$ cat src/core/dbr_pkg.sv
/*
 * constants, register map and state type of the four-channel transfer controller.
 * assumes a plain word-wide register port on the system clock.
 */
// Overview of operation
// - the nmi stop flag is set on every nmi, even when idle.
// - an nmi during a transfer halts it and hands the bus back.
// - burst mode keeps the bus until the run completes with edge requests, or while a level request holds, ignoring ordinary interrupts.
// - cycle-steal mode releases the bus after every single transfer unit.
// - level requests in cycle steal are sampled in the third state.
// - long or refresh cycles delay the acknowledge past the sample point.
// - switching a low general input to request function gives a falling edge.
// - the count register holds a plain binary number of transfer units.
// - fixed priority arbitrates channel 0, then 3, then 2, then 1.
// - count reaching zero sets the transfer-end flag and, if enabled, interrupts.
// - nmi or address error halt all channels without setting transfer-end flags.
package dbr_pkg;
    localparam int AW = 8;
    localparam int DW = 32;
    localparam int CNT_W = 16;
    localparam int SRC_W = 4;
    localparam logic [AW-1:0] OFS_OP = 8'h00;
    localparam logic [AW-1:0] OFS_STAT = 8'h30;
    localparam logic [AW-1:0] OFS_MASK = 8'h34;
    localparam logic [AW-1:0] OFS_STATE = 8'h38;
    localparam logic [3:0] PG_CTL = 4'h1;
    localparam logic [3:0] PG_CNT = 4'h2;
    localparam int OP_EN = 0;
    localparam int OP_NMI = 1;
    localparam int OP_AE = 2;
    localparam int CTL_EN = 0;
    localparam int CTL_TE = 1;
    localparam int CTL_IE = 2;
    localparam int CTL_BURST = 3;
    localparam int CTL_EDGE = 4;
    localparam int CTL_PIN = 5;
    localparam int CTL_SRC = 8;
    localparam logic [SRC_W-1:0] SRC_PIN = 4'h0;
    localparam int STAT_NMI = 4;
    localparam int STAT_AE = 5;
    localparam int STAT_W = 6;
    localparam logic [CNT_W-1:0] CNT_ONE = 16'h0001;
    // state indices inside one transfer unit, counted from zero
    localparam logic [2:0] ST_SAMPLE = 3'h2;
    localparam logic [2:0] ST_ACK = 3'h2;
    localparam logic [2:0] ST_ACK_LONG = 3'h4;
    localparam logic [2:0] ST_LAST = 3'h3;
    localparam logic [2:0] ST_LAST_LONG = 3'h5;
    // fixed order 0, 3, 2, 1, listed from the low pair up; the arbiter lets the low pair win
    localparam logic [7:0] PRIO_ORDER = 8'h6c;
    typedef enum logic [2:0] {
        S_IDLE = 3'b001,
        S_XFER = 3'b010,
        S_REL = 3'b100
    } dbr_state_t;
endpackage : dbr_pkg

$ cat src/core/dbr_top.sv
/*
 * four-channel transfer controller: registers, request handling, bus ownership,
 * acknowledge timing, nmi and address-error halt, end interrupts.
 * assumes request and nmi pins are asynchronous; addr_err, int_req and
 * long_cycle come from logic on ref_clk.
 */
// Decided for this implementation: the strobed register port and the placing of the registers.
`timescale 1ns/1ns
`default_nettype none
module dbr_top #(
    parameter int NCH = 4
) (
    input wire logic ref_clk,
    input wire logic sys_rst,
    input wire logic clk_en,
    input wire logic [dbr_pkg::AW-1:0] reg_addr,
    input wire logic [dbr_pkg::DW-1:0] reg_wdata,
    input wire logic reg_wr,
    input wire logic reg_rd,
    output logic [dbr_pkg::DW-1:0] reg_rdata,
    input wire logic [NCH-1:0] transfer_request_pin_n,
    input wire logic [NCH-1:0] int_req,
    input wire logic nmi_pin,
    input wire logic addr_err,
    input wire logic long_cycle,
    output logic bus_own,
    output logic [NCH-1:0] transfer_acknowledge_pin_n,
    output logic [NCH-1:0] transfer_end_interrupt,
    output logic irq
);
    dbr_pkg::dbr_state_t state;
    logic [2:0] st, last_st, ack_st;
    logic [1:0] act, gnt, wch;
    logic op_en, op_nmi, op_ae;
    logic [NCH-1:0] ctl_en, ctl_te, ctl_ie, ctl_burst, ctl_edge, ctl_pin;
    logic [dbr_pkg::SRC_W-1:0] ctl_src [NCH];
    logic [dbr_pkg::CNT_W-1:0] cnt_act, cnt [NCH];
    logic [dbr_pkg::DW-1:0] ctl_word [NCH];
    logic [NCH-1:0] pin_lvl, pin_fall, req_lvl, req_pend, elig, done_ch;
    logic [dbr_pkg::STAT_W-1:0] stat, mask, next_stat;
    logic [dbr_pkg::DW-1:0] next_rdata;
    logic nmi_s1, nmi_s2, nmi_s3, nmi_rise;
    logic gnt_v, halt, abort, start, last, done, word_ok;
    logic [3:0] pg;

    assign pg = reg_addr[7:4];
    assign wch = reg_addr[3:2];
    assign word_ok = reg_addr[1:0] == 2'h0;
    assign halt = op_nmi | op_ae;
    assign cnt_act = cnt[act];
    assign nmi_rise = nmi_s2 & ~nmi_s3;
    assign last_st = long_cycle ? dbr_pkg::ST_LAST_LONG : dbr_pkg::ST_LAST;
    assign ack_st = long_cycle ? dbr_pkg::ST_ACK_LONG : dbr_pkg::ST_ACK;
    assign abort = state == dbr_pkg::S_XFER && (halt || !op_en || !ctl_en[act]);
    assign last = state == dbr_pkg::S_XFER && !abort && st == last_st;
    assign done = last && cnt_act == dbr_pkg::CNT_ONE;
    assign start = state == dbr_pkg::S_IDLE && op_en && !halt && gnt_v;

    // nmi pin synchroniser; the rise is taken between the second and third stages
    always_ff @(posedge ref_clk or posedge sys_rst)
    begin
        if (sys_rst)
        begin
            nmi_s1 <= 1'b0;
            nmi_s2 <= 1'b0;
            nmi_s3 <= 1'b0;
        end
        else if (clk_en)
        begin
            nmi_s1 <= nmi_pin;
            nmi_s2 <= nmi_s1;
            nmi_s3 <= nmi_s2;
        end
    end

    // operation register; hardware set wins over a software clear
    always_ff @(posedge ref_clk or posedge sys_rst)
    begin
        if (sys_rst)
        begin
            op_en <= 1'b0;
            op_nmi <= 1'b0;
            op_ae <= 1'b0;
        end
        else if (clk_en)
        begin
            if (reg_wr && reg_addr == dbr_pkg::OFS_OP)
            begin
                op_en <= reg_wdata[dbr_pkg::OP_EN];
                op_nmi <= op_nmi & reg_wdata[dbr_pkg::OP_NMI];
                op_ae <= op_ae & reg_wdata[dbr_pkg::OP_AE];
            end
            if (nmi_rise)
                op_nmi <= 1'b1;
            if (addr_err)
                op_ae <= 1'b1;
        end
    end

    genvar i;
    generate
        for (i = 0; i < NCH; i++)
        begin : g_ch
            logic wr_ctl;
            logic wr_cnt;
            logic ev;
            logic taken;
            assign wr_ctl = reg_wr && pg == dbr_pkg::PG_CTL && word_ok && wch == i;
            assign wr_cnt = reg_wr && pg == dbr_pkg::PG_CNT && word_ok && wch == i;
            assign done_ch[i] = done && act == i;
            assign taken = start && gnt == i;
            dbr_req_detect u_det (
                .ref_clk(ref_clk),
                .sys_rst(sys_rst),
                .clk_en(clk_en),
                .pin_n(transfer_request_pin_n[i]),
                .pin_sel(ctl_pin[i]),
                .req_lvl(pin_lvl[i]),
                .req_fall(pin_fall[i])
            );
            assign req_lvl[i] = ctl_src[i] == dbr_pkg::SRC_PIN ? pin_lvl[i] : int_req[i];
            assign ev = ctl_src[i] == dbr_pkg::SRC_PIN ? pin_fall[i] : int_req[i];
            assign elig[i] = ctl_en[i] & ~ctl_te[i] & req_pend[i] & (cnt[i] != '0);
            always_comb
            begin
                ctl_word[i] = '0;
                ctl_word[i][dbr_pkg::CTL_EN] = ctl_en[i];
                ctl_word[i][dbr_pkg::CTL_TE] = ctl_te[i];
                ctl_word[i][dbr_pkg::CTL_IE] = ctl_ie[i];
                ctl_word[i][dbr_pkg::CTL_BURST] = ctl_burst[i];
                ctl_word[i][dbr_pkg::CTL_EDGE] = ctl_edge[i];
                ctl_word[i][dbr_pkg::CTL_PIN] = ctl_pin[i];
                ctl_word[i][dbr_pkg::CTL_SRC +: dbr_pkg::SRC_W] = ctl_src[i];
            end
            always_ff @(posedge ref_clk or posedge sys_rst)
            begin
                if (sys_rst)
                begin
                    ctl_en[i] <= 1'b0;
                    ctl_te[i] <= 1'b0;
                    ctl_ie[i] <= 1'b0;
                    ctl_burst[i] <= 1'b0;
                    ctl_edge[i] <= 1'b0;
                    ctl_pin[i] <= 1'b0;
                    ctl_src[i] <= dbr_pkg::SRC_PIN;
                end
                else if (clk_en)
                begin
                    if (wr_ctl)
                    begin
                        ctl_en[i] <= reg_wdata[dbr_pkg::CTL_EN];
                        ctl_te[i] <= ctl_te[i] & reg_wdata[dbr_pkg::CTL_TE];
                        ctl_ie[i] <= reg_wdata[dbr_pkg::CTL_IE];
                        ctl_burst[i] <= reg_wdata[dbr_pkg::CTL_BURST];
                        ctl_edge[i] <= reg_wdata[dbr_pkg::CTL_EDGE];
                        ctl_pin[i] <= reg_wdata[dbr_pkg::CTL_PIN];
                        ctl_src[i] <= reg_wdata[dbr_pkg::CTL_SRC +: dbr_pkg::SRC_W];
                    end
                    if (done_ch[i])
                        ctl_te[i] <= 1'b1;
                end
            end
            // software load wins over the decrement of the same cycle
            always_ff @(posedge ref_clk or posedge sys_rst)
            begin
                if (sys_rst)
                    cnt[i] <= '0;
                else if (clk_en)
                begin
                    if (wr_cnt)
                        cnt[i] <= reg_wdata[dbr_pkg::CNT_W-1:0];
                    else if (last && act == i)
                        cnt[i] <= cnt[i] - dbr_pkg::CNT_ONE;
                end
            end
            always_ff @(posedge ref_clk or posedge sys_rst)
            begin
                if (sys_rst)
                    req_pend[i] <= 1'b0;
                else if (clk_en)
                begin
                    if (ctl_edge[i])
                        req_pend[i] <= (req_pend[i] & ~taken) | ev;
                    else if (state == dbr_pkg::S_XFER && act == i)
                    begin
                        if (st == dbr_pkg::ST_SAMPLE)
                            req_pend[i] <= req_lvl[i];
                    end
                    else
                        req_pend[i] <= req_lvl[i];
                end
            end
            always_ff @(posedge ref_clk or posedge sys_rst)
            begin
                if (sys_rst)
                begin
                    transfer_acknowledge_pin_n[i] <= 1'b1;
                    transfer_end_interrupt[i] <= 1'b0;
                end
                else if (clk_en)
                begin
                    // acknowledge after sample, gone with the bus
                    transfer_acknowledge_pin_n[i] <= ~(state == dbr_pkg::S_XFER && !abort
                        && act == i && st >= ack_st && st != last_st);
                    transfer_end_interrupt[i] <= ctl_te[i] & ctl_ie[i];
                end
            end
        end
    endgenerate

    dbr_prio_arb u_arb (
        .elig(elig),
        .gnt_v(gnt_v),
        .gnt(gnt)
    );

    // bus ownership sequencer
    always_ff @(posedge ref_clk or posedge sys_rst)
    begin
        if (sys_rst)
        begin
            state <= dbr_pkg::S_IDLE;
            st <= '0;
            act <= '0;
            bus_own <= 1'b0;
        end
        else if (clk_en)
        begin
            unique case (state)
                dbr_pkg::S_IDLE:
                begin
                    if (start)
                    begin
                        state <= dbr_pkg::S_XFER;
                        act <= gnt;
                        st <= '0;
                        bus_own <= 1'b1;
                    end
                end
                dbr_pkg::S_XFER:
                begin
                    if (abort)
                    begin
                        state <= dbr_pkg::S_REL;
                        bus_own <= 1'b0;
                    end
                    else if (st == last_st)
                    begin
                        st <= '0;
                        if (ctl_burst[act] && !done && (ctl_edge[act] || req_lvl[act]))
                            state <= dbr_pkg::S_XFER;
                        else
                        begin
                            state <= dbr_pkg::S_REL;
                            bus_own <= 1'b0;
                        end
                    end
                    else
                        st <= st + 3'h1;
                end
                dbr_pkg::S_REL:
                    state <= dbr_pkg::S_IDLE;
            endcase
        end
    end

    // status is sticky; a read clears it but a new event in that cycle survives
    always_comb
    begin
        next_stat = stat;
        if (reg_rd && reg_addr == dbr_pkg::OFS_STAT)
            next_stat = '0;
        next_stat[NCH-1:0] = next_stat[NCH-1:0] | done_ch;
        next_stat[dbr_pkg::STAT_NMI] = next_stat[dbr_pkg::STAT_NMI] | nmi_rise;
        next_stat[dbr_pkg::STAT_AE] = next_stat[dbr_pkg::STAT_AE] | addr_err;
    end

    always_ff @(posedge ref_clk or posedge sys_rst)
    begin
        if (sys_rst)
        begin
            stat <= '0;
            mask <= '0;
            irq <= 1'b0;
        end
        else if (clk_en)
        begin
            stat <= next_stat;
            if (reg_wr && reg_addr == dbr_pkg::OFS_MASK)
                mask <= reg_wdata[dbr_pkg::STAT_W-1:0];
            irq <= |(next_stat & mask);
        end
    end

    always_comb
    begin
        next_rdata = '0;
        if (reg_addr == dbr_pkg::OFS_OP)
        begin
            next_rdata[dbr_pkg::OP_EN] = op_en;
            next_rdata[dbr_pkg::OP_NMI] = op_nmi;
            next_rdata[dbr_pkg::OP_AE] = op_ae;
        end
        else if (pg == dbr_pkg::PG_CTL && word_ok)
            next_rdata = ctl_word[wch];
        else if (pg == dbr_pkg::PG_CNT && word_ok)
            next_rdata[dbr_pkg::CNT_W-1:0] = cnt[wch];
        else if (reg_addr == dbr_pkg::OFS_STAT)
            next_rdata[dbr_pkg::STAT_W-1:0] = stat;
        else if (reg_addr == dbr_pkg::OFS_MASK)
            next_rdata[dbr_pkg::STAT_W-1:0] = mask;
        else if (reg_addr == dbr_pkg::OFS_STATE)
            next_rdata[5:0] = {act, state, bus_own};
    end

    always_ff @(posedge ref_clk or posedge sys_rst)
    begin
        if (sys_rst)
            reg_rdata <= '0;
        else if (clk_en)
            reg_rdata <= reg_rd ? next_rdata : '0;
    end
endmodule : dbr_top
`default_nettype wire

$ cat src/core/dbr_req_detect.sv
/*
 * request pin synchroniser with level and falling-edge detection.
 * assumes an asynchronous active-low pin and a same-clock pin function select.
 */
`timescale 1ns/1ns
`default_nettype none
module dbr_req_detect (
    input wire logic ref_clk,
    input wire logic sys_rst,
    input wire logic clk_en,
    input wire logic pin_n,
    input wire logic pin_sel,
    output logic req_lvl,
    output logic req_fall
);
    logic s1;
    logic s2;
    logic prev;
    logic eff;
    // a general input reads as idle high; a low pin switched in looks like a falling edge
    // edge on function switch
    assign eff = pin_sel ? s2 : 1'b1;
    assign req_lvl = ~eff;
    assign req_fall = prev & ~eff;
    always_ff @(posedge ref_clk or posedge sys_rst)
    begin
        if (sys_rst)
        begin
            s1 <= 1'b1;
            s2 <= 1'b1;
            prev <= 1'b1;
        end
        else if (clk_en)
        begin
            s1 <= pin_n;
            s2 <= s1;
            prev <= eff;
        end
    end
endmodule : dbr_req_detect
`default_nettype wire

$ cat src/core/dbr_prio_arb.sv
/*
 * fixed-priority channel arbiter, combinational.
 * assumes one eligibility bit per channel from the same clock domain.
 */
`timescale 1ns/1ns
`default_nettype none
module dbr_prio_arb (
    input wire logic [3:0] elig,
    output logic gnt_v,
    output logic [1:0] gnt
);
    logic [1:0] ch;
    always_comb
    begin
        ch = 2'h0;
        gnt_v = 1'b0;
        gnt = 2'h0;
        for (int k = 3; k >= 0; k--)
        begin
            ch = dbr_pkg::PRIO_ORDER[2*k +: 2];
            if (elig[ch])
            begin
                gnt_v = 1'b1;
                gnt = ch;
            end
        end
    end
endmodule : dbr_prio_arb
`default_nettype wire

$ cat config.mk
export PLATFORM = sky130hd
export DESIGN_NAME = dbr_top
export DESIGN_NICKNAME = d
export VERILOG_FILES = /design/src/core/dbr_pkg.sv /design/src/core/dbr_top.sv /design/src/core/dbr_req_detect.sv /design/src/core/dbr_prio_arb.sv
export SDC_FILE = /design/constraint.sdc
export NUM_CORES = 1
export LEC_CHECK = 0
export BUFFER_PORTS_ARGS = -buffer_cell sky130_fd_sc_hd__buf_2
export CELL_PAD_IN_SITES_DETAIL_PLACEMENT = 2
export CELL_PAD_IN_SITES_GLOBAL_PLACEMENT = 2
export CORE_UTILIZATION = 35
export DETAILED_ROUTE_END_ITERATION = 10
export PLACE_DENSITY_LB_ADDON = 0.1
export SYNTH_ARGS = -nofsm -noshare
export SYNTH_HDL_FRONTEND = slang
export SYNTH_SLANG_ARGS = --single-unit
$ cat constraint.sdc
create_clock -name ref_clk -period 12.1 [get_ports ref_clk]
set_clock_uncertainty 0.2 [all_clocks]
set_input_delay 1.815 -clock ref_clk [delete_from_list [all_inputs] [get_ports ref_clk]]
set_output_delay 1.815 -clock ref_clk [all_outputs]
set_load 0.01 [all_outputs]
==> results of run 1 <==
-- through the flow --
stage | instances | cell area (um^2) | utilization
floorplan | 1059 | 10070 | -
global placement | 1434 | 10590 | 0.3790
detailed placement | 1434 | 10590 | 0.3790
CTS | 1466 | 11180 | 0.4003
global route | 1466 | 11180 | 0.4003
finish | 1467 | 11190 | 0.4004
-- layout by cell type (no fill, tap or decap), drive strengths merged, types with 6 or more instances in the layout --
cell type / count
nor3: 34
mux2i: 11
or3: 8
and2: 7
clkbuf: 20
o22ai: 8
a32o: 6
mux4: 29
nand2: 57
buf: 79
a22oi: 20
o211ai: 7
nor4: 23
a21oi: 90
o2bb2ai: 12
a31oi: 8
conb: 16
nor2: 85
inv: 40
dfrtp: 155
a2bb2oi: 7
nand4: 18
o21ai: 118
dfstp: 17
nor3b: 6
or4: 10
ha: 8
nand3: 37
mux2: 55
nor2b: 11
nand2b: 17
or2: 7
-- routing by layer --
layer	part of all wire	vias up	track usage
met1	0.50	4679	0.4006
met5	0	-	0
met3	0.037	31	0.03192
met2	0.45	176	0.4102
li1	-	3936	-
met4	0.014	0	0.07298
-- kinds of logic (layout without fill, tap and decap cells) --
family                     count (synthesis)  in the layout  share of synthesized area
and+or+nand+nor                          336            336                     0.1765
AOI/OAI and AO/OA                        317            317                     0.1916
DFF                                      172            172                     0.4319
buffers and inverters                    115            144                    0.05159
muxes                                     95             95                     0.1380
adders and majority gates                  8              8                   0.009994
other                                      1             17                  0.0003744
-- power breakdown --
group	total, mW	internal [mW]	switching, mW
clock network	0.573	0.297	0.277
registers	0.618	0.595	0.0222
logic	0.123	0.0406	0.0821
-- cell type report --
type	count	area (um^2)
Inverter	33	128.9
Clock inverter	12	116.4
Antenna cell	1	2.502
Tap cell	378	473.0
Timing Repair Buffer	79	430.4
Sequential cell	172	4325
Fill cell	3088	16750
Clock buffer	20	479.2
Multi-Input combinational cell	772	5230
-- path summary, 6_finish.rpt --
kind	start	end
min reg2reg	reg_rdata[13]	reg_rdata[13]
max reg2reg	act[0]	cnt[34]
min	reg_rdata[13]	reg_rdata[13]
max in group asynchronous	sys_rst	st[2]
min in group asynchronous	sys_rst	cnt[62]
max	reg_addr[3]	cnt[21]
-- registers in the layout, indices dropped and copies added, names as in the netlist, 3 cells and up --
signal                      count
cnt                            64
ctl_src                        16
reg_rdata                      16
mask                            6
stat                            6
ctl_burst                       4
ctl_edge                        4
ctl_en                          4
ctl_ie                          4
ctl_pin                         4
ctl_te                          4
g_ch.u_det.prev                 4
g_ch.u_det.s1                   4
g_ch.u_det.s2                   4
req_pend                        4
transfer_acknowledge_pin_n      4
transfer_end_interrupt          4
st                              3
state                           3
==> impl_metrics.yaml, run 1 <==
setup_path:
  critical-path-max-stage-delay_ns: 0.96
  crit_type: "in -> reg"
  cp-start-kind: "primary input"
  cp.buffers_inverters: 2
  worst_r2r_path_depth: 6
  crit_cells: 8
  path_max_fanout: 39
  cp_slowest_cell: "nand4_1"
  path_cells: "buf_2 > buf_4 > nor2b_1 > nand4_1 > o21ai_1 > and2_1 > o21ai_0 > o2bb2ai_1"
  required_ns: 12.22
  rrSetupSlack_ns: 8.50
  cpLargestDelayFamily: "simple AND/OR/NAND/NOR gates"
  crit_path_end_kind: "flop"
  worst_ep_arrival_time_ns: 5.31
die:
  die_area_um2: 29300
  core-area_um2: 27930
  fp.dieW_um: 171.2
  ioPinCount: 98
  die_y_um: 171.2
  std_cell_rows: 61
  initial_utilization: 0.3586
place:
  place_ws_ns: 6.434
  dpl.hpwl_mm: 26.81
  port-buffer-count: 65
  gp_congestion: 0.8297
detailed_routing:
  drc: 0
  firstDrtPassIters: 5
  drtIter0Drc: 581
  finalWirelength_mm: 37.67
  final_antenna_net_count: 0
  num_vias: 8822
  avgRoutedWirePerCell_um: 25.68
  via_per_inst: 6.014
clock_tree:
  clockBufferDepth: 2
  ctsResizeCount: 0
  clock-sinks: 172
  post_cts_buffers: 0
  clk_pin_slew_worst_paths_ns: 0.08
  hold_buffers: 0
  htreeDepth: 4
  clock-root-buffer: "clkbuf_16"
  cts_buffers: 17
  cts_tree: "done"
  clk_latency_ns: 0.46
timing:
  relSlewSlack: 0.2818
  finalSetupViolCount: 0
  period_needed_ns: 5.190
  tns_ns: 0
  worst_pin_slew_ns: 1.074
  fin_crit_sh: 0.4289
  fin_ws_ns: 6.910
  holdWs_ns: 0.2887
  rsz0062_at_grt: "false"
  timing.fmax_ghz: 0.1927
  hold_viol_final: 0
  final_max_slew_viol_count: 0
cells_and_area:
  drive_gt1_frac: 0.1700
  synthToLayoutAreaGrowth_pct: 11.68
  finalNetCount: 1139
synthesis:
  synth_edf_count: 0
  synth_flop_cell: "dfrtp_1"
  netlist_area_um2: 10020
  netlist_top_cells_count: "dfrtp_1 (155), a21oi_1 (90), nor2_1 (84), o21ai_1 (77), nand2_1 (57)"
  yosys-top-cells-area: "dfrtp_1 (39%), mux4_2 (6.5%), mux2_1 (4.9%), a21oi_1 (4.5%), dfstp_2 (4.5%)"
  yosysTopAreaCell: "dfrtp_1"
  synth.distinct_cells: 74
  ys_ff_latch: 172
  syn_avg_cell_area_um2: 9.594
  syn_inst: 1044
  synth.most_common_cell: "dfrtp_1"
  synthArstFlopShare: 1.000
  ys_seq_area_frac: 0.4319
  netlist.area_leader.share: 0.3873
  synth-warning-count: 0
grt:
  grt_max_degree: 63
  grt_overflow: 0
  track_usage: 0.2693
  antenna_found_initial: 0
  first_global_vias: 8977
  grt_pass1_wl_mm: 57.59
run:
  drv_cap: 0
worst_hold_path:
  worstHoldPathCells: 1
  hp-class: "reg -> reg"
power_and_ir_drop:
  p_per_area_nw_per_um2: 117.5
  ir_drop_v: 0.0001020
  p_leak_nw: 4.737
  power.total_mw: 1.314
status:
  status: "finished, final reports clean"
Power figures use the tool's default switching activity.
==> run 2, diff against run 1 <==
--- a/config.mk
+++ b/config.mk
@@ -5,10 +5,11 @@
 export SDC_FILE = /design/constraint.sdc
 export NUM_CORES = 1
 export LEC_CHECK = 0
+export ABC_AREA = 1
 export BUFFER_PORTS_ARGS = -buffer_cell sky130_fd_sc_hd__buf_2
 export CELL_PAD_IN_SITES_DETAIL_PLACEMENT = 2
 export CELL_PAD_IN_SITES_GLOBAL_PLACEMENT = 2
-export CORE_UTILIZATION = 35
+export CORE_UTILIZATION = 32
 export DETAILED_ROUTE_END_ITERATION = 10
 export PLACE_DENSITY_LB_ADDON = 0.1
 export SYNTH_ARGS = -nofsm -noshare
==> constraint.sdc (replaced) <==
create_clock -name ref_clk -period 4.7 [get_ports ref_clk]
set_clock_uncertainty 0.2 [all_clocks]
set_input_delay 0.705 -clock ref_clk [delete_from_list [all_inputs] [get_ports ref_clk]]
set_output_delay 0.705 -clock ref_clk [all_outputs]
set_load 0.01 [all_outputs]
==> run 2 against run 1 <==
Largest cell class unchanged. Synthesized cell count up 35%. Non-clock buffer count unchanged. Flip-flop and latch count unchanged. Sequential power rose to 2.6 times the previous value. Final area up 5.0%.
==> impl_metrics.yaml, run 2 <==
timing:
  fin_crit_sh: 0.6926
  hold_viol_final: 0
  timing.fmax_ghz: 0.3072
  final_max_slew_viol_count: 0
  fin_ws_ns: 1.445
  relSlewSlack: 0.5531
  worst_pin_slew_ns: 0.6653
  rsz0062_at_grt: "false"
  tns_ns: 0
  finalSetupViolCount: 0
  period_needed_ns: 3.255
place:
  gp_congestion: 0.8372
  place_ws_ns: 0.9957
  port-buffer-count: 65
  dpl.hpwl_mm: 31.13
synthesis:
  synth_edf_count: 0
  netlist.area_leader.share: 0.3697
  netlist_top_cells_count: "nand2_1 (384), dfrtp_1 (155), inv_1 (155), o21ai_0 (148), nor2_1 (98)"
  synth_flop_cell: "dfrtp_1"
  syn_inst: 1411
  synth.most_common_cell: "nand2_1"
  yosysTopAreaCell: "dfrtp_1"
  ys_seq_area_frac: 0.4123
  synthArstFlopShare: 1.000
  synth-warning-count: 0
  synth.distinct_cells: 54
  ys_ff_latch: 172
  syn_avg_cell_area_um2: 7.435
  netlist_area_um2: 10490
  yosys-top-cells-area: "dfrtp_1 (37%), nand2_1 (14%), o21ai_0 (7.1%), inv_1 (5.5%), dfstp_2 (4.3%)"
clock_tree:
  clk_pin_slew_worst_paths_ns: 0.08
  ctsResizeCount: 0
  cts_tree: "done"
  htreeDepth: 4
  post_cts_buffers: 0
  clk_latency_ns: 0.47
  clock-sinks: 172
  cts_buffers: 17
  hold_buffers: 0
  clock-root-buffer: "clkbuf_16"
  clockBufferDepth: 2
setup_path:
  startpoint: "reg_addr[6]"
  crit_path_end_kind: "flop"
  r2r_start: "act[0]"
  worst_ep_arrival_time_ns: 3.43
  worst_r2r_path_depth: 14
  path_max_fanout: 28
  crit_type: "in -> reg"
  required_ns: 4.87
  cp-start-kind: "primary input"
grt:
  first_global_vias: 10990
  grt_max_degree: 90
  track_usage: 0.2593
  grt_overflow: 0
  antenna_found_initial: 0
  grt_pass1_wl_mm: 64.93
cells_and_area:
  seq_area_um2: 4325
  diodes: 0
  drive_gt1_frac: 0.1339
  top_regs: "cnt x64, ctl_src x16, reg_rdata x16"
  mostFrequentLayoutCell: "nand2_1"
  final_cell_mix: "nand2_1 (384), dfrtp_1 (155), inv_1 (154), o21ai_0 (148), nor2_1 (98)"
  synthToLayoutAreaGrowth_pct: 11.96
  max_flop_register: "cnt"
  finalNetCount: 1522
  multi_input_comb_area_um2: 5135
  largest_reg_flops: 64
  n_fill_cell: 3803
die:
  fp.dieW_um: 183.1
  std_cell_rows: 65
  ioPinCount: 98
  initial_utilization: 0.3291
  die_area_um2: 33510
  core-area_um2: 31880
  die_y_um: 183.1
detailed_routing:
  drc: 0
  via_per_inst: 5.268
  final_antenna_net_count: 0
  num_vias: 10040
  firstDrtPassIters: 4
  finalWirelength_mm: 41.59
  avgRoutedWirePerCell_um: 21.82
  drtIter0Drc: 434
power_and_ir_drop:
  ir_drop_v: 0.0002546
  p_leak_nw: 5.529
  p_per_area_nw_per_um2: 310.2
status:
  status: "finished, final reports clean"
run:
  drv_cap: 0
worst_hold_path:
  hp-class: "in -> async"
## run 2: changes by cell type after synthesis, moves of 23 or more
cell	change
a21oi_1	-62
clkbuf_1	-28
inv_1	+124
mux2_1	-44
mux4_2	-29
nand2_1	+327
nand3_1	+26
o21ai_0	+107
o22ai_1	+23
xor2_1	+31
## run 2: through the flow
stage | utilization | hold slack (ns) | std cells | instance area [um^2] | power, mW
floorplan | - | 0.2422 | 1426 | 10550 | 1.930
global placement | 0.3488 | 0.2521 | 1874 | 11120 | 2.094
detailed placement | 0.3488 | 0.2601 | 1874 | 11120 | 2.114
CTS | 0.3684 | 0.2139 | 1906 | 11750 | 3.687
global route | 0.3684 | 0.2328 | 1906 | 11750 | 3.802
finish | 0.3684 | 0.1999 | 1906 | 11750 | 3.644
## run 2: power breakdown
group	internal [mW]	switching [mW]
sequential	1.55	0.0713
combinational	0.129	0.326
clock	0.818	0.745
total	2.50	1.14
## run 2: path summary, 6_finish.rpt
check / end / slack, ns
hold / removal: ctl_pin[3] / 0.20
setup / recovery: cnt[21] / 1.44
max in group asynchronous: cnt[27] / 3.64
setup reg to reg: cnt[43] / 1.88
min in group ref_clk: g_ch[0].u_det.s1 / 0.24
hold reg to reg: g_ch[0].u_det.s1 / 0.27
## run 2: critical path, stage by stage
cell,delay (ns)
buf_2,0.10
inv_1,0.07
nand2_2,0.08
inv_1,0.08
nand4_1,0.50
nor2_2,0.48
nand2_2,0.09
buf_4,0.24
inv_2,0.30
o21ai_4,0.15
inv_4,0.28
o21ai_0,0.15
a22oi_1,0.18
## run 2: cell type report
type	count	share of cell area
Multi-Input combinational cell	1015	0.4372
Sequential cell	172	0.3682
Inverter	173	0.05624
Tap cell	435	0.04634
Timing Repair Buffer	79	0.03877
Clock buffer	17	0.03622
Clock inverter	15	0.01704
## run 2: cell families after synthesis
kind of cell | after synthesis | share of synthesized area
and+or+nand+nor | 606 | 0.2489
AOI/OAI and AO/OA | 352 | 0.1976
buffers and inverters | 239 | 0.1036
DFF | 172 | 0.4123
xor gates and xnor gates | 32 | 0.02671
adders and majority gates | 8 | 0.009541
other | 1 | 0.0003574
muxes | 1 | 0.0009541
## run 2: routing by layer
metal / track usage / share of wire / up-vias
li1: - / - / 4730
met1: 0.3172 / 0.44 / 5104
met2: 0.4660 / 0.51 / 153
met3: 0.03515 / 0.025 / 54
met4: 0.08733 / 0.027 / 0
met5: 0 / 0 / -
==> run 3, diff against run 2 <==
--- a/config.mk
+++ b/config.mk
@@ -9,7 +9,7 @@
 export BUFFER_PORTS_ARGS = -buffer_cell sky130_fd_sc_hd__buf_2
 export CELL_PAD_IN_SITES_DETAIL_PLACEMENT = 2
 export CELL_PAD_IN_SITES_GLOBAL_PLACEMENT = 2
-export CORE_UTILIZATION = 32
+export CORE_UTILIZATION = 35
 export DETAILED_ROUTE_END_ITERATION = 10
 export PLACE_DENSITY_LB_ADDON = 0.1
 export SYNTH_ARGS = -nofsm -noshare
==> constraint.sdc (replaced) <==
create_clock -name ref_clk -period 3 [get_ports ref_clk]
set_clock_uncertainty 0.2 [all_clocks]
set_input_delay 0.45 -clock ref_clk [delete_from_list [all_inputs] [get_ports ref_clk]]
set_output_delay 0.45 -clock ref_clk [all_outputs]
set_load 0.01 [all_outputs]
==> run 3 against run 2 <==
Register-to-register slack lost 1.6 ns. Final area grew 0.54%. Worst hold slack lost 0.15 ns. Clock power grew 48%. First-iteration DRC count grew 2.1%. Flip-flop and latch count is the same. Combinational power grew 59%. Die area shrank 8.5%. Sequential power grew 56%. Routed wire length shrank 0.53%. Via count grew 1.0%. Sequential share of layout area shrank 0.20 points. Critical path type is now reg -> reg. Critical endpoint is now bus_own. Largest cell class unchanged.
==> impl_metrics.yaml, run 3 (same netlist as run 2, synthesis figures left out) <==
setup_path:
  crit_type: "reg -> reg"
  cpLargestDelayFamily: "simple AND/OR/NAND/NOR gates"
  crit_path_end_kind: "flop"
  cp-start-kind: "flop"
  critical-path-max-stage-delay_ns: 0.37
  worst_ep_arrival_time_ns: 2.82
  crit_cells: 13
  regToRegEndpoint: "bus_own"
  cp_slowest_cell: "dfrtp_1"
  r2r_start: "cnt[16]"
  worst_r2r_path_depth: 13
  path_max_fanout: 6
  cp_common_cell: "nand2_1"
  required_ns: 3.15
  rrSetupSlack_ns: 0.33
  cp.buffers_inverters: 1
  setup.worst_path.end: "bus_own"
  path_cells: "inv_2 > ha_1 > nand2_1 > nor2_2 > nand2_1 > nand3_1 > nand2_1 > nor2_2 > nor2_2 > nand2_1 > nand2_1 > nand2_1 > nand2_1"
  startpoint: "cnt[16]"
cells_and_area:
  max_flop_register: "cnt"
  stdcell_count: 1880
  n_fill_cell: 3546
  final_cell_mix: "nand2_1 (384), dfrtp_1 (155), inv_1 (154), o21ai_0 (148), nor2_1 (98)"
  largest_reg_flops: 64
  top_regs: "cnt x64, ctl_src x16, reg_rdata x16"
  finalInstanceArea_um2: 11810
  mostFrequentLayoutCell: "nand2_1"
  drive_gt1_frac: 0.1390
  synthToLayoutAreaGrowth_pct: 12.57
  finalNetCount: 1540
die:
  die_area_um2: 30670
  fp.dieW_um: 175.1
  ioPinCount: 98
  core-area_um2: 29560
  die_y_um: 175.1
  initial_utilization: 0.3549
  std_cell_rows: 63
detailed_routing:
  via_per_inst: 5.397
  final_antenna_net_count: 0
  avgRoutedWirePerCell_um: 22.01
  firstDrtPassIters: 4
  num_vias: 10150
  finalWirelength_mm: 41.37
  drc: 0
  drtIter0Drc: 443
grt:
  grt_overflow: 0
  grt_max_degree: 60
  grtUsageMet3: 0.04221
  track_usage: 0.2791
  grt_pass1_wl_mm: 63.87
  antenna_found_initial: 2
  met2_usage: 0.4851
  busiest_layer: "met2"
  globalRouteMet1Util: 0.3381
  first_global_vias: 11020
worst_hold_path:
  hp-class: "in -> reg"
  hold_start: "reg_wdata[2]"
run:
  drv_cap: 0
clock_tree:
  clock-root-buffer: "clkbuf_16"
  cts_buffers: 17
  htreeDepth: 4
  clk_pin_slew_worst_paths_ns: 0.07
  clk_latency_ns: 0.45
  clockBufferDepth: 2
  clock-sinks: 172
  cts_tree: "done"
  post_cts_buffers: 0
place:
  dpl_cell_area_um2: 11170
  place_inst: 1841
  dpl.hpwl_mm: 31.30
  port-buffer-count: 65
  gp_congestion: 0.8884
power_and_ir_drop:
  pwr-share-seq: 0.456
  ir_drop_v: 0.0003864
  p_leak_nw: 5.597
  net-switching-power_mw: 1.711
  comb_power_share: 0.130
  p_clk_frac: 0.414
  p_per_area_nw_per_um2: 472.7
  swShare: 0.3065
  p_int_mw: 3.872
timing:
  period_needed_ns: 2.674
  rsz0062_at_grt: "false"
  hold_viol_final: 0
  relSlewSlack: 0.5859
  tns_ns: 0
  final_max_slew_viol_count: 0
  timing.fmax_ghz: 0.3740
  holdWs_ns: 0.04879
  worst_pin_slew_ns: 0.6198
  finalSetupViolCount: 0
  fin_crit_sh: 0.8912
status:
  status: "finished, final reports clean"
## run 3: cell count changes in the layout (fill, tap and decap cells not counted), moves of 2 or more
cell,previous run,this run
inv_6,2,5
clkinv_8,2,0
clkbuf_1,0,2
inv_8,6,2
buf_4,12,23
inv_4,3,5
dlygate4sd3_1,0,6
## run 3: layer usage
layer  vias to the layer above  part of all wire  wire length, um
li1                       4752                 -                -
met1                      5105              0.43            17730
met2                       203              0.50            20510
met3                        84             0.034             1414
met4                         2             0.041             1701
met5                         -           0.00031               13
## run 3: tightest hold or removal path: cells and delay by family
kind	cells	cell delay, ns
buffers and inverters	1	0.08
AOI/OAI and AO/OA	2	0.13
## run 3: worst min-delay path by stage
stage,to,slack [ns],cells past startpoint
2_1_floorplan,nmi_s1,0.24,2
3_3_place_gp,g_ch[2].u_det.s1,0.25,2
3_5_place_dp,g_ch[1].u_det.s1,0.26,2
4_1_cts,op_ae,0.03,3
5_1_grt,op_ae,0.07,3
6_report,op_ae,0.05,3
## run 3: what timing repair did
| action | CTS | global route |
|---|---|---|
| resized for setup | 0 | 0 |
| hold buffers | 6 | 0 |
| hold endpoints to repair | 16 | 0 |
## run 3: final cells by class
cell class / count / area [um^2] / area share
timing repair buffer: 97 / 618.1 / 0.05234
multi-input combinational: 1015 / 5135 / 0.4348
tap: 390 / 488.0 / 0.04132
clock buffer: 20 / 457.9 / 0.03878
antenna: 1 / 2.502 / 0.0002119
clock inverter: 12 / 122.6 / 0.01038
inverter: 173 / 660.6 / 0.05594
sequential: 172 / 4325 / 0.3662
## run 3: power by group through the flow
| stage | Clock [mW] | Combinational, mW | Sequential, mW |
|---|---|---|---|
| floorplan | 0 | 0.473 | 2.55 |
| global placement | 0 | 0.698 | 2.59 |
| detailed placement | 0 | 0.725 | 2.59 |
| CTS | 2.38 | 0.736 | 2.55 |
| global route | 2.44 | 0.814 | 2.56 |
| finish | 2.31 | 0.725 | 2.55 |
## run 3: metrics by stage
step	setup slack (ns)	util	power (mW)
floorplan	0.1672	-	3.023
global placement	0.4042	0.3778	3.283
detailed placement	0.2853	0.3778	3.315
CTS	0.3226	0.3995	5.660
global route	0.1846	0.3995	5.813
finish	0.3264	0.3995	5.583
